===== src/pkg/sadc_pkg.sv =====
// constants, state type and timing counts of the parallel-readout converter
// assumes one 40 MHz system clock and control inputs synchronous to it
//
// Contract
// RULE_01 - convert strobe low for the minimum pulse width
// RULE_02 - busy low from start until result loaded
// RULE_03 - select and strobe low: hold, start conversion
// RULE_04 - select ORed with strobe, either may fall first
// RULE_05 - host sets other input low 10 ns earlier
// RULE_06 - tracking begins at end; commands 4 us apart
// RULE_07 - strobe fall starts only when idle; rise enables
// RULE_08 - bus driven only for strobe high, select low
// RULE_09 - conversion start leaves or puts bus in hi-z
// RULE_10 - busy rises with result n on bus
// RULE_11 - bus enabled during conversion shows previous result
// RULE_12 - both low at busy rise: invalid restart
// RULE_13 - result is two's complement, msb on top
// RULE_14 - word or two bytes readable per cycle
// RULE_15 - select tied low: strobe alone converts, reads
// RULE_16 - half select low upper byte, high lower
// RULE_17 - internal counter times conversion, load before release
package sadc_pkg;

  localparam int CLK_PERIOD_PS = 25000;
  localparam int PULSE_MIN_NS = 40;
  localparam int SETUP_NS = 10;
  localparam int CONV_TIME_NS = 2000;
  localparam int ACQ_TIME_NS = 2000;
  localparam int CYCLE_TIME_NS = 4000;

  // least times round up, longest times round down
  localparam int PULSE_MIN_CYC = (PULSE_MIN_NS * 1000 + CLK_PERIOD_PS - 1) / CLK_PERIOD_PS;
  localparam int CONV_CYC = (CONV_TIME_NS * 1000) / CLK_PERIOD_PS;
  localparam int ACQ_CYC = (ACQ_TIME_NS * 1000 + CLK_PERIOD_PS - 1) / CLK_PERIOD_PS;

  localparam int RES_W = 16;
  localparam int HALF_W = 8;
  localparam int CNT_W = 8;

  localparam logic [RES_W-1:0] RESULT_RST = 16'h0000;
  localparam logic [RES_W-1:0] CODE_POS_FS = 16'h7FFF;
  localparam logic [RES_W-1:0] CODE_NEG_FS = 16'h8000;

  typedef logic [RES_W-1:0] sadc_word_t;

  typedef enum logic [1:0] {
    SADC_IDLE = 2'b00,
    SADC_CONV = 2'b01,
    SADC_LOAD = 2'b11,
    SADC_REARM = 2'b10
  } sadc_state_e;

endpackage


===== src/pkg/sadc_tmr_if.sv =====
// start and done of one internal interval timer
// assumes one controller and one timer on the same clock
`timescale 1ns/10ps
interface sadc_tmr_if;
  logic start;
  logic run;
  logic done;

  modport tmr (input start, output run, output done);
  modport ctl (output start, input run, input done);
endinterface


===== src/hdl/sadc_timer.sv =====
// down counter that times one interval of a fixed number of cycles
// assumes start is a one-cycle pulse; a restart while running reloads
`timescale 1ns/10ps
module sadc_timer
  import sadc_pkg::*;
#(
  parameter int LEN = 80
)
(
  // clock and reset
  input wire logic clk_sys_i,
  input wire logic rst_i,
  // control
  sadc_tmr_if.tmr tmr
);

  localparam logic [CNT_W-1:0] LOAD_VAL = CNT_W'(LEN - 1);

  logic [CNT_W-1:0] cnt_reg;
  logic run_reg;

  always_ff @(posedge clk_sys_i)
  begin
    if (rst_i)
    begin
      cnt_reg <= '0;
      run_reg <= 1'b0;
    end
    else if (tmr.start)
    begin
      cnt_reg <= LOAD_VAL; // RULE_17
      run_reg <= 1'b1;
    end
    else if (run_reg)
    begin
      if (cnt_reg == '0)
        run_reg <= 1'b0;
      else
        cnt_reg <= cnt_reg - 1'b1;
    end
  end

  assign tmr.run = run_reg;
  assign tmr.done = run_reg && (cnt_reg == '0) && !tmr.start;

endmodule // sadc_timer


===== src/hdl/sadc_byte_mux.sv =====
// arranges the result word on the byte lanes of the output bus
// assumes the caller registers the lanes before they leave the block
`timescale 1ns/10ps
module sadc_byte_mux
  import sadc_pkg::*;
(
  // result and lane choice
  input wire sadc_pkg::sadc_word_t word_i,
  input wire logic half_sel_i,
  // lanes
  output sadc_pkg::sadc_word_t lanes_o
);

  logic [HALF_W-1:0] hi_byte;
  logic [HALF_W-1:0] lo_byte;

  assign hi_byte = word_i[RES_W-1:HALF_W];
  assign lo_byte = word_i[HALF_W-1:0];

  // full word when low; bytes swap when high so either byte is on top
  assign lanes_o = half_sel_i ? {lo_byte, hi_byte} : {hi_byte, lo_byte}; // RULE_16 RULE_14

endmodule // sadc_byte_mux


===== src/hdl/sadc_parallel_if.sv =====
// conversion control and three-state result readout of the converter
// assumes select and strobe are synchronous to clk_sys_i; the
// digitised input value arrives on sample_i
`timescale 1ns/10ps
module sadc_parallel_if
  import sadc_pkg::*;
(
  // clock and reset
  input wire logic clk_sys_i,
  input wire logic rst_i,
  // host control
  input wire logic sel_n_i,
  input wire logic read_conv_n_i,
  input wire logic half_sel_i,
  // converter core value
  input wire sadc_pkg::sadc_word_t sample_i,
  // status
  output logic busy_n_o,
  output logic hold_o,
  output logic track_o,
  output logic data_invalid_o,
  // result bus
  output sadc_pkg::sadc_word_t result_bus_o,
  output logic result_bus_oe_o
);

  import sadc_pkg::*;

  sadc_tmr_if conv_tmr ();
  sadc_tmr_if acq_tmr ();

  sadc_state_e state_reg;
  sadc_state_e state_next;

  logic comb_n;
  logic comb_prev_reg;
  logic rearm;
  logic in_idle;
  logic start;
  logic short_acq;

  sadc_word_t sample_reg;
  sadc_word_t result_reg;
  sadc_word_t lanes;
  sadc_word_t bus_reg;

  logic busy_n_reg;
  logic hold_reg;
  logic track_reg;
  logic invalid_reg;
  logic oe_next;
  logic oe_reg;

  // select and strobe act as one level-sensitive low-active input
  assign comb_n = sel_n_i | read_conv_n_i; // RULE_04

  always_ff @(posedge clk_sys_i)
  begin
    if (rst_i)
      comb_prev_reg <= 1'b1;
    else
      comb_prev_reg <= comb_n;
  end

  // the re-arm state is the first idle cycle after busy has risen
  assign rearm = (state_reg == SADC_REARM);
  assign in_idle = (state_reg == SADC_IDLE) || rearm;

  // a fall of the combined input starts only while idle; a level still
  // low when busy rises restarts at once without fresh acquisition
  always_comb
  begin
    start = 1'b0;
    if (in_idle && !comb_n) // RULE_07
    begin
      if (comb_prev_reg) // RULE_01 RULE_03
        start = 1'b1;
      else if (rearm) // RULE_12
        start = 1'b1;
    end
  end

  // too little tracking time since the last conversion ended
  assign short_acq = acq_tmr.run || rearm; // RULE_06

  always_comb
  begin
    state_next = state_reg;
    case (state_reg)
      SADC_IDLE:
      begin
        if (start)
          state_next = SADC_CONV;
      end
      SADC_CONV:
      begin
        if (conv_tmr.done)
          state_next = SADC_LOAD;
      end
      SADC_LOAD:
      begin
        state_next = SADC_REARM;
      end
      SADC_REARM:
      begin
        // held-low inputs restart here instead of waiting for a fresh fall
        if (start)
          state_next = SADC_CONV;
        else
          state_next = SADC_IDLE;
      end
      default:
      begin
        state_next = SADC_IDLE;
      end
    endcase
  end

  always_ff @(posedge clk_sys_i)
  begin
    if (rst_i)
      state_reg <= SADC_IDLE;
    else
      state_reg <= state_next;
  end

  assign conv_tmr.start = start;
  assign acq_tmr.start = (state_reg == SADC_LOAD);

  sadc_timer #(
    .LEN(CONV_CYC)
  ) u_conv_timer (
    .clk_sys_i(clk_sys_i),
    .rst_i(rst_i),
    .tmr(conv_tmr)
  );

  sadc_timer #(
    .LEN(ACQ_CYC)
  ) u_acq_timer (
    .clk_sys_i(clk_sys_i),
    .rst_i(rst_i),
    .tmr(acq_tmr)
  );

  // the input is frozen the moment a conversion starts
  always_ff @(posedge clk_sys_i)
  begin
    if (rst_i)
      sample_reg <= RESULT_RST;
    else if (start)
      sample_reg <= sample_i; // RULE_03
  end

  always_ff @(posedge clk_sys_i)
  begin
    if (rst_i)
      hold_reg <= 1'b0;
    else if (start)
      hold_reg <= 1'b1; // RULE_03
    else if (state_reg == SADC_LOAD)
      hold_reg <= 1'b0; // RULE_06
  end

  // own flop so track_o leaves the block straight from a register
  always_ff @(posedge clk_sys_i)
  begin
    if (rst_i)
      track_reg <= 1'b1;
    else if (start)
      track_reg <= 1'b0; // RULE_03
    else if (state_reg == SADC_LOAD)
      track_reg <= 1'b1; // RULE_06
  end

  // the result is already a two's complement code; only the end of
  // conversion may overwrite it, so reads in between see the old one
  always_ff @(posedge clk_sys_i)
  begin
    if (rst_i)
      result_reg <= RESULT_RST;
    else if (state_reg == SADC_CONV && conv_tmr.done)
      result_reg <= sample_reg; // RULE_17 RULE_13 RULE_11
  end

  always_ff @(posedge clk_sys_i)
  begin
    if (rst_i)
      busy_n_reg <= 1'b1;
    else if (start)
      busy_n_reg <= 1'b0; // RULE_02
    else if (state_reg == SADC_LOAD)
      busy_n_reg <= 1'b1; // RULE_10 RULE_17
  end

  // flagged per conversion; a clean start clears it
  always_ff @(posedge clk_sys_i)
  begin
    if (rst_i)
      invalid_reg <= 1'b0;
    else if (start)
      invalid_reg <= short_acq; // RULE_12 RULE_06
  end

  sadc_byte_mux u_byte_mux (
    .word_i(result_reg),
    .half_sel_i(half_sel_i),
    .lanes_o(lanes)
  );

  // lanes follow the result register one cycle late, which lines the
  // new word up with the busy rise
  always_ff @(posedge clk_sys_i)
  begin
    if (rst_i)
      bus_reg <= RESULT_RST;
    else
      bus_reg <= lanes; // RULE_10 RULE_14
  end

  // drive only for strobe high and select low; a falling strobe or a
  // start by select both leave the bus released
  always_comb
  begin
    oe_next = 1'b0;
    case ({sel_n_i, read_conv_n_i})
      2'h1:
      begin
        oe_next = 1'b1; // RULE_08 RULE_15 RULE_07
      end
      2'h0:
      begin
        // a start by either pin keeps or puts the lanes in high impedance
        oe_next = 1'b0; // RULE_09
      end
      default:
      begin
        oe_next = 1'b0; // RULE_08
      end
    endcase
  end

  always_ff @(posedge clk_sys_i)
  begin
    if (rst_i)
      oe_reg <= 1'b0;
    else
      oe_reg <= oe_next;
  end

  assign busy_n_o = busy_n_reg;
  assign hold_o = hold_reg;
  assign track_o = track_reg;
  assign data_invalid_o = invalid_reg;
  assign result_bus_o = bus_reg;
  assign result_bus_oe_o = oe_reg;

endmodule // sadc_parallel_if


===== config.mk =====
export PLATFORM = sky130hd
export DESIGN_NAME = sadc_parallel_if
export DESIGN_NICKNAME = d
export VERILOG_FILES = /design/src/pkg/sadc_pkg.sv /design/src/pkg/sadc_tmr_if.sv /design/src/hdl/sadc_timer.sv /design/src/hdl/sadc_byte_mux.sv /design/src/hdl/sadc_parallel_if.sv
export SDC_FILE = /design/constraint.sdc
export NUM_CORES = 1
export LEC_CHECK = 0
export BUFFER_PORTS_ARGS = -buffer_cell sky130_fd_sc_hd__buf_4
export CORE_ASPECT_RATIO = 0.5
export CORE_UTILIZATION = 56
export DETAILED_ROUTE_END_ITERATION = 6
export PLACE_DENSITY = 0.88
export SLEW_MARGIN = 20
export SYNTH_ARGS = -nofsm -noshare
export SYNTH_HDL_FRONTEND = slang
export SYNTH_SLANG_ARGS = --single-unit

===== constraint.sdc =====
create_clock -name clk_sys_i -period 2 [get_ports clk_sys_i]
set_input_delay 0.6 -clock clk_sys_i [delete_from_list [all_inputs] [get_ports clk_sys_i]]
set_output_delay 0.6 -clock clk_sys_i [all_outputs]
set_load 0.01 [all_outputs]

==> results of run 1 <==
[metrics by stage]
step / hold WS, ps / utilization, %
floorplan: 436 / -
global placement: 446 / 64.9
detailed placement: 450 / 64.9
CTS: 434 / 68.8
global route: 443 / 69.2
finish: 448 / 69.2
[cells in the final DEF, fill, tap and decap left out, drive strengths merged, types with 2 or more instances in the layout]
master,instances
a21oi,28
nand3b,3
nor4,2
nand2,37
buf,44
clkbuf,10
dfxtp,73
mux2i,33
clkinv,3
xnor2,4
nor3,11
o211ai,3
ha,4
inv,7
nor3b,4
xor2,5
a311oi,2
or3,2
nor2b,2
o21ai,4
a31oi,3
nand4,2
or4,2
nor2,40
[worst max path at each step]
stage          slack, ps                       to                     from
2_1_floorplan        350            sample_reg[5]            read_conv_n_i
3_3_place_gp         230  u_conv_timer.cnt_reg[1]            read_conv_n_i
3_5_place_dp          90           result_reg[14]  u_conv_timer.cnt_reg[1]
4_1_cts               60           result_reg[10]  u_conv_timer.cnt_reg[1]
5_1_grt               30  u_conv_timer.cnt_reg[4]  u_conv_timer.cnt_reg[1]
6_report             190  u_conv_timer.cnt_reg[1]  u_conv_timer.cnt_reg[1]
[layer usage]
metal  track usage, %  vias up
met5                0        -
li1                 -     1097
met3             7.20       17
met2             35.6       40
met4             12.6        0
met1             25.7      999
[report_power, final]
group | switching (mW) | internal, mW | leakage [nW]
Sequential | 0.0413 | 1.49 | 0.592
Combinational | 0.147 | 0.124 | 0.789
Clock | 0.531 | 0.600 | 0.0981
[critical path, stage by stage (launching register included)]
cell	delay [ps]
dfxtp_1	330
inv_1	120
ha_1	210
or3b_2	510
o21ai_4	210
nor3b_1	90
a311oi_2	260
[cell type report]
class | count | area [um^2]
Clock buffer | 10 | 138
Clock inverter | 5 | 56.3
Fill cell | 366 | 1530
Inverter | 7 | 26.3
Multi-Input combinational cell | 202 | 1320
Sequential cell | 73 | 1460
Tap cell | 70 | 87.6
Timing Repair Buffer | 44 | 343
[cells by family (layout without fill, tap and decap cells)]
kind of cell | Yosys count | after routing
AO/OA/AOI/OAI | 46 | 46
XOR/XNOR | 9 | 9
adder cells (fa/ha/maj) | 4 | 4
buffers and inverters | 26 | 66
flip-flops | 73 | 73
multiplexers | 34 | 34
AND/OR/NAND/NOR | 109 | 109
==> qor.yml, run 1 <==
status: "complete, no violations"
port_buffers: 41
p_leak_nw: 1.48
met3_length_um: 215
dpl.cell_count: 395
final.setup_skew_ps: 7.27
end_kind: "flip-flop"
drt-pass1-iter-count: 4
yosys.area_share.simple_pct: 19.1
finalSetupViolations: 0
synthTopCellsByCount: "73 x dfxtp_1, 40 x nor2_1, 37 x nand2_1"
hold_end: "result_bus_oe_o"
dpl-instance-area_um2: 3220
ant_nets: 0
ctsHoldBuffers: 0
grt_overflow: 0
syn_avg_cell_area_um2: 9.61
peakVddDrop_mv: 0.593
cap_viol_max_count: 0
synth.ff_latch_count: 73
yosysMostFrequentCell: "dfxtp_1"
post_cts_buffers: 0
initial_utilization_pct: 58.4
hold_viol: 0
rrSetupSlack_ps: 190
worst_ep_arrival_time_ps: 2070
r2r_end: "u_conv_timer.cnt_reg[1]"
yosys.area.top_type: "dfxtp_1"
yosysUniqueCellTypes: 41
nets: 362
cts.sinks: 73
clockBufferDepth: 2
hp-class: "in -> reg"
h-tree-depth: 3
path_max_fanout: 4
grt_pass1_vias: 1974
synthArstFlopShare_pct: 0
rr_startpoint: "u_conv_timer.cnt_reg[1]"
worstPathRequired_ps: 2260
fp.dieH_um: 52.8
met2_length_um: 2630
clkLatencyLatePin_ps: 350
vias: 2153
pin_count: 42
dieArea_um2: 5470
path_class: "reg -> reg"
grt_start_max_net_pins: 74
route.detailed.drc: 0
yosysWarnings: 0
via_per_inst: 5.24
rows: 18
grt_pass1_wl_um: 8950
finalNonFillerCells: 411
fin_total_pwr_mw: 2.94
startpoint_type: "flip-flop"
synth_compound_area_share_pct: 10.2
cts_resized: 0
period_minus_slack_ps: 1810
yosys.area_share.xor_xnor_pct: 2.72
diodes: 0
hpwl_um: 3550
antenna_found_initial: 0
dpl_worst_slack_ps: 94.0
finalWirelength_um: 5590
highest-signal-layer: "met4"
synth_top_family_by_area: "simple AND/OR/NAND/NOR gates"
syn_nets: 326
drv_slew: 0
worstRegToRegCells: 6
die_x_um: 104
path_clk_slew_ps: 70
synth-edff-count: 0
numCtsBuffers: 9
place_congestion: 0.827
grt_usage_pct: 21.7
synthCells: 301
yosys.area_share.adder_pct: 1.73
tns_ps: 0
post-route-period-util_pct: 90.7
whs_path_depth: 2
power.density_nw_per_um2: 856
synth_top_area_share_pct: 50.5
slew_headroom_pct: 53.9
worst_pin_slew_ps: 692
seq_area_frac_synth_pct: 50.5
finalWorstSetupSlack_ps: 187
routedWlPerCell_um: 13.6
hold_start: "sel_n_i"
cts_tree: "yes"
syn_area_um2: 2890
netlist_top_cells_area: "dfxtp_1 51%, mux2i_1 11%, nor2_1 5.2%"
drive_gt1_share_pct: 21.1
synthFlopType: "dfxtp_1"
max_freq_mhz: 552
core_um2: 4950
fin_area_um2: 3430
drt_iter0_markers: 84
rsz0062_at_grt: "false"
clockRootBuffer: "clkbuf_8"
wl_met1_um: 2580
area_growth_pct: 18.6
yosys-mux-area-fraction_pct: 11.8
Note: power is estimated with default switching activity, not from simulation.
==> inputs of run 2 (changes only) <==
CORE_UTILIZATION = 40   (was 56)
PLACE_DENSITY = 0.69   (was 0.88)
==> run 2 against run 1 <==
  * Non-clock buffer count rose by 2
  * Flip-flop and latch count did not move
  * Worst setup slack improved by 27 ps
  * Sequential power barely moved
  * Global-route usage fell by 5.8 points
  * Combinational power barely moved
==> qor.yml, run 2 (same netlist as run 1, synthesis figures left out) <==
cts_resized: 0
numCtsBuffers: 9
layout_commonest_cell: "dfxtp_1"
swShare_pct: 23.1
worstPathRequired_ps: 2170
rows: 21
ant_nets: 0
grt_start_max_net_pins: 74
p_sw_mw: 0.777
dieArea_um2: 7600
grt_pass1_wl_um: 9450
peakVddDrop_mv: 0.536
cts.sinks: 73
hp-class: "reg -> reg"
cellInternalPower_mw: 2.59
drive_gt1_share_pct: 21.5
finalWirelength_um: 5460
clkLatencyLatePin_ps: 330
initial_utilization_pct: 42.3
core_um2: 6830
hpwl_um: 3680
pin_count: 42
final_cell_mix: "73 x dfxtp_1, 46 x buf_4, 40 x nor2_1"
grt_usage_pct: 15.9
worstRegToRegCells: 6
ctsHoldBuffers: 0
drv_slew: 0
die_x_um: 122
path_max_fanout: 3
area_growth_pct: 23.1
cap_viol_max_count: 0
grt_busiest_layer: "met2"
drt-pass1-iter-count: 4
grt_overflow: 0
fp.dieH_um: 62.1
rsz0062_at_grt: "false"
diodes: 0
status: "complete, no violations"
fill_cells: 639
use_met3_pct: 5.61
period_minus_slack_ps: 1790
clockBufferDepth: 2
whs_path_depth: 2
max_freq_mhz: 560
h-tree-depth: 3
routedWlPerCell_um: 12.5
post-route-period-util_pct: 89.3
post_cts_buffers: 0
cts_tree: "yes"
power_frac_comb_pct: 8.1
vias: 2134
power.density_nw_per_um2: 945
route.detailed.drc: 0
port_buffers: 41
antenna_found_initial: 0
end_kind: "flip-flop"
final.setup_skew_ps: 5.48
gr-usage-met2_pct: 25.8
place_congestion: 0.744
fin_total_pwr_mw: 3.37
nets: 364
grt_pass1_vias: 2015
startpoint_type: "flip-flop"
via_per_inst: 4.89
path_class: "reg -> reg"
worst_ep_arrival_time_ps: 1960
hold_viol: 0
clkPwrFrac_pct: 46.3
drt_iter0_markers: 175
clockRootBuffer: "clkbuf_16"
tns_ps: 0
p_leak_nw: 1.52
worst_pin_slew_ps: 716
met1_usage_pct: 19.7
slew_headroom_pct: 52.3
path_clk_slew_ps: 50
finalSetupViolations: 0
p_seq_share_pct: 45.6
==> run 2: changes by cell type in the layout (fill, tap and decap cells not counted), sizes merged <==
| cell | previous run | this run |
|---|---|---|
| clkinv | 3 | 2 |
| buf | 44 | 46 |
| clkinvlp | 1 | 2 |
| inv | 7 | 8 |
==> run 2: per-stage QoR <==
| stage | area, um^2 | worst slack (ps) | hold WS [ps] | util [%] | instances |
|---|---|---|---|---|---|
| after floorplan | 2890 | 354 | 436 | - | 301 |
| after global placement | 3270 | 220 | 443 | 47.8 | 420 |
| after detailed placement | 3270 | 189 | 449 | 47.8 | 420 |
| after CTS | 3560 | 203 | 456 | 52.1 | 436 |
| after global routing | 3560 | 66.5 | 480 | 52.1 | 436 |
| final | 3560 | 214 | 455 | 52.1 | 436 |
==> run 2: worst max-delay path, cell delays in order, from the launching register on <==
cell,delay (ps)
dfxtp_1,300
inv_1,110
ha_1,210
or3b_2,510
o211ai_1,240
xor2_1,180
a21oi_1,80
==> run 2: cell type report <==
type                       count  area (um^2)  share of cell area (%)
inverter                       7         26.3                   0.738
clock buffer                  10          229                    6.43
clock inverter                 6         67.6                    1.90
tap                           92          115                    3.23
multi-input combinational    202         1320                    37.0
timing repair buffer          46          345                    9.69
sequential                    73         1460                    41.0
==> run 2: routing by layer <==
layer  vias up  wire (um)
met1       992       2620
met4         0         65
met3         7        221
met5         -          0
met2        32       2550
li1       1103          -
==> run 2: power groups by stage <==
stage,Combinational (mW),Sequential [mW],Clock (mW)
6_report,0.272,1.53,1.56
5_1_grt,0.297,1.54,1.68
4_1_cts,0.273,1.53,1.59
3_5_place_dp,0.270,1.57,0
3_3_place_gp,0.263,1.56,0
2_1_floorplan,0.193,1.56,0
==> run 2: path summary, 6_finish.rpt <==
check	from	to	slack [ps]
setup / recovery	u_conv_timer.cnt_reg[0]	u_conv_timer.cnt_reg[3]	210
hold / removal	sample_reg[12]	sample_reg[12]	450
setup reg to reg	u_conv_timer.cnt_reg[0]	u_conv_timer.cnt_reg[3]	210
hold reg to reg	sample_reg[12]	sample_reg[12]	450
==> inputs of run 3 (changes only) <==
CELL_PAD_IN_SITES_DETAIL_PLACEMENT = 0   (was not set)
CELL_PAD_IN_SITES_GLOBAL_PLACEMENT = 1   (was not set)
PLACE_DENSITY = 0.83   (was 0.69)
SLEW_MARGIN = 30   (was 20)
==> run 3 against run 2 <==
  * Clock power about the same
  * Flip-flop and latch count unchanged
  * First-iteration DRC count decreased by 30%
  * Register-to-register slack about the same
  * Largest cell class unchanged
  * Combinational power about the same
  * Hold slack about the same
  * Critical path depth unchanged
  * Fmax decreased by 0.33%
  * Sequential power about the same
  * Cell count unchanged
==> qor.yml, run 3 (same netlist as run 1, synthesis figures left out) <==
dpl.cell_count: 420
r2r_end: "u_conv_timer.cnt_reg[3]"
hold_end: "sample_reg[14]"
rows: 21
drv_slew: 0
cts.sinks: 73
path_clk_slew_ps: 60
power.density_nw_per_um2: 940
nets: 364
area_growth_pct: 22.9
hp-class: "reg -> reg"
worst_ep_arrival_time_ps: 1980
hold_viol: 0
rrSetupSlack_ps: 210
rsz0062_at_grt: "false"
path_cells: "inv_1 -> ha_1 -> or3b_2 -> o211ai_1 -> xor2_1 -> a21oi_1"
numCtsBuffers: 9
cap_viol_max_count: 0
port_buffers: 41
hpwl_um: 3710
core_um2: 6830
tns_ps: 0
h-tree-depth: 3
hold_start: "sample_reg[14]"
drt-pass1-iter-count: 4
fp.dieH_um: 62.1
grt_pass1_vias: 2114
p_leak_nw: 1.52
final.setup_skew_ps: 5.17
clkLatencyLatePin_ps: 330
place_congestion: 0.803
grt_usage_pct: 16.2
worstRegToRegCells: 6
status: "complete, no violations"
peakVddDrop_mv: 0.417
drt_iter0_markers: 122
ctsHoldBuffers: 0
dpl_worst_slack_ps: 199
final_cell_mix: "73 x dfxtp_1, 46 x buf_4, 40 x nor2_1"
antenna_found_initial: 0
route.detailed.drc: 0
grt_overflow: 0
max_freq_mhz: 558
worstPathRequired_ps: 2190
post-route-period-util_pct: 89.6
cts_tree: "yes"
layout_commonest_cell: "dfxtp_1"
slew_headroom_pct: 52.6
rr_startpoint: "u_conv_timer.cnt_reg[0]"
finalWirelength_um: 5520
vias: 2170
dieArea_um2: 7600
finalWorstSetupSlack_ps: 208
path_class: "reg -> reg"
grt_pass1_wl_um: 9490
end_kind: "flip-flop"
clockRootBuffer: "clkbuf_16"
worst_pin_slew_ps: 711
ant_nets: 0
via_per_inst: 4.98
max_stage_delay_ps: 520
initial_utilization_pct: 42.3
clockBufferDepth: 2
fill_cells: 635
routedWlPerCell_um: 12.7
startpoint_type: "flip-flop"
die_x_um: 122
cts_resized: 0
diodes: 0
path_max_fanout: 3
pin_count: 42
period_minus_slack_ps: 1790
whs_path_depth: 2
grt_start_max_net_pins: 74
post_cts_buffers: 0
drive_gt1_share_pct: 21.2
finalNonFillerCells: 436
finalSetupViolations: 0
critPathSlowestCell: "or3b_2"
-- run 3: cell count changes in the layout (fill, tap and decap cells not counted) --
cell / change
clkinv_2: +1
inv_6: -1
clkbuf_1: +1
clkinvlp_4: -1
-- run 3: stage by stage --
stage / hold WS [ps] / util [%] / power, mW / instance area, um^2
floorplan: 436 / - / 1.75 / 2890
global route: 462 / 52.0 / 3.50 / 3550
CTS: 455 / 52.0 / 3.39 / 3550
global placement: 443 / 47.8 / 1.83 / 3270
finish: 455 / 52.0 / 3.34 / 3550
detailed placement: 447 / 47.8 / 1.84 / 3270
-- run 3: worst max path at each step --
stage,start,endpoint,slack [ps],cells past startpoint
2_1_floorplan,read_conv_n_i,sample_reg[5],350,5
3_3_place_gp,read_conv_n_i,u_conv_timer.cnt_reg[1],230,4
3_5_place_dp,read_conv_n_i,u_conv_timer.cnt_reg[1],200,4
4_1_cts,u_conv_timer.cnt_reg[0],u_conv_timer.cnt_reg[3],210,6
5_1_grt,u_conv_timer.cnt_reg[0],u_conv_timer.cnt_reg[4],50,6
6_report,u_conv_timer.cnt_reg[0],u_conv_timer.cnt_reg[3],210,6
-- run 3: worst max-delay path: cells and delay by family, from the launching register on --
kind	cells	cell delay (ps)
AND/OR/NAND/NOR	1	520
flip-flops	1	320
AO/OA/AOI/OAI	2	310
adder cells (fa/ha/maj)	1	210
XOR/XNOR	1	180
buffers and inverters	1	110
-- run 3: area by class of cell --
type | count | area, um^2 | area share (%)
clock buffers | 11 | 233 | 6.55
clock inverters | 5 | 56.3 | 1.58
multi-input cells | 202 | 1320 | 37.1
inverters | 7 | 26.3 | 0.739
flip-flops and latches | 73 | 1460 | 41.1
well taps | 92 | 115 | 3.24
repair buffers | 46 | 345 | 9.71
-- run 3: power by group --
part,internal [mW],total (mW),switching (mW)
clock network,0.962,1.53,0.571
logic,0.126,0.274,0.148
registers,1.50,1.54,0.0397
-- run 3: metal layers --
metal	GRT usage, %	share of wire [%]
met1	19.2	45
met2	25.0	47
met3	7.17	6.5
met4	8.08	1.4
met5	0	0
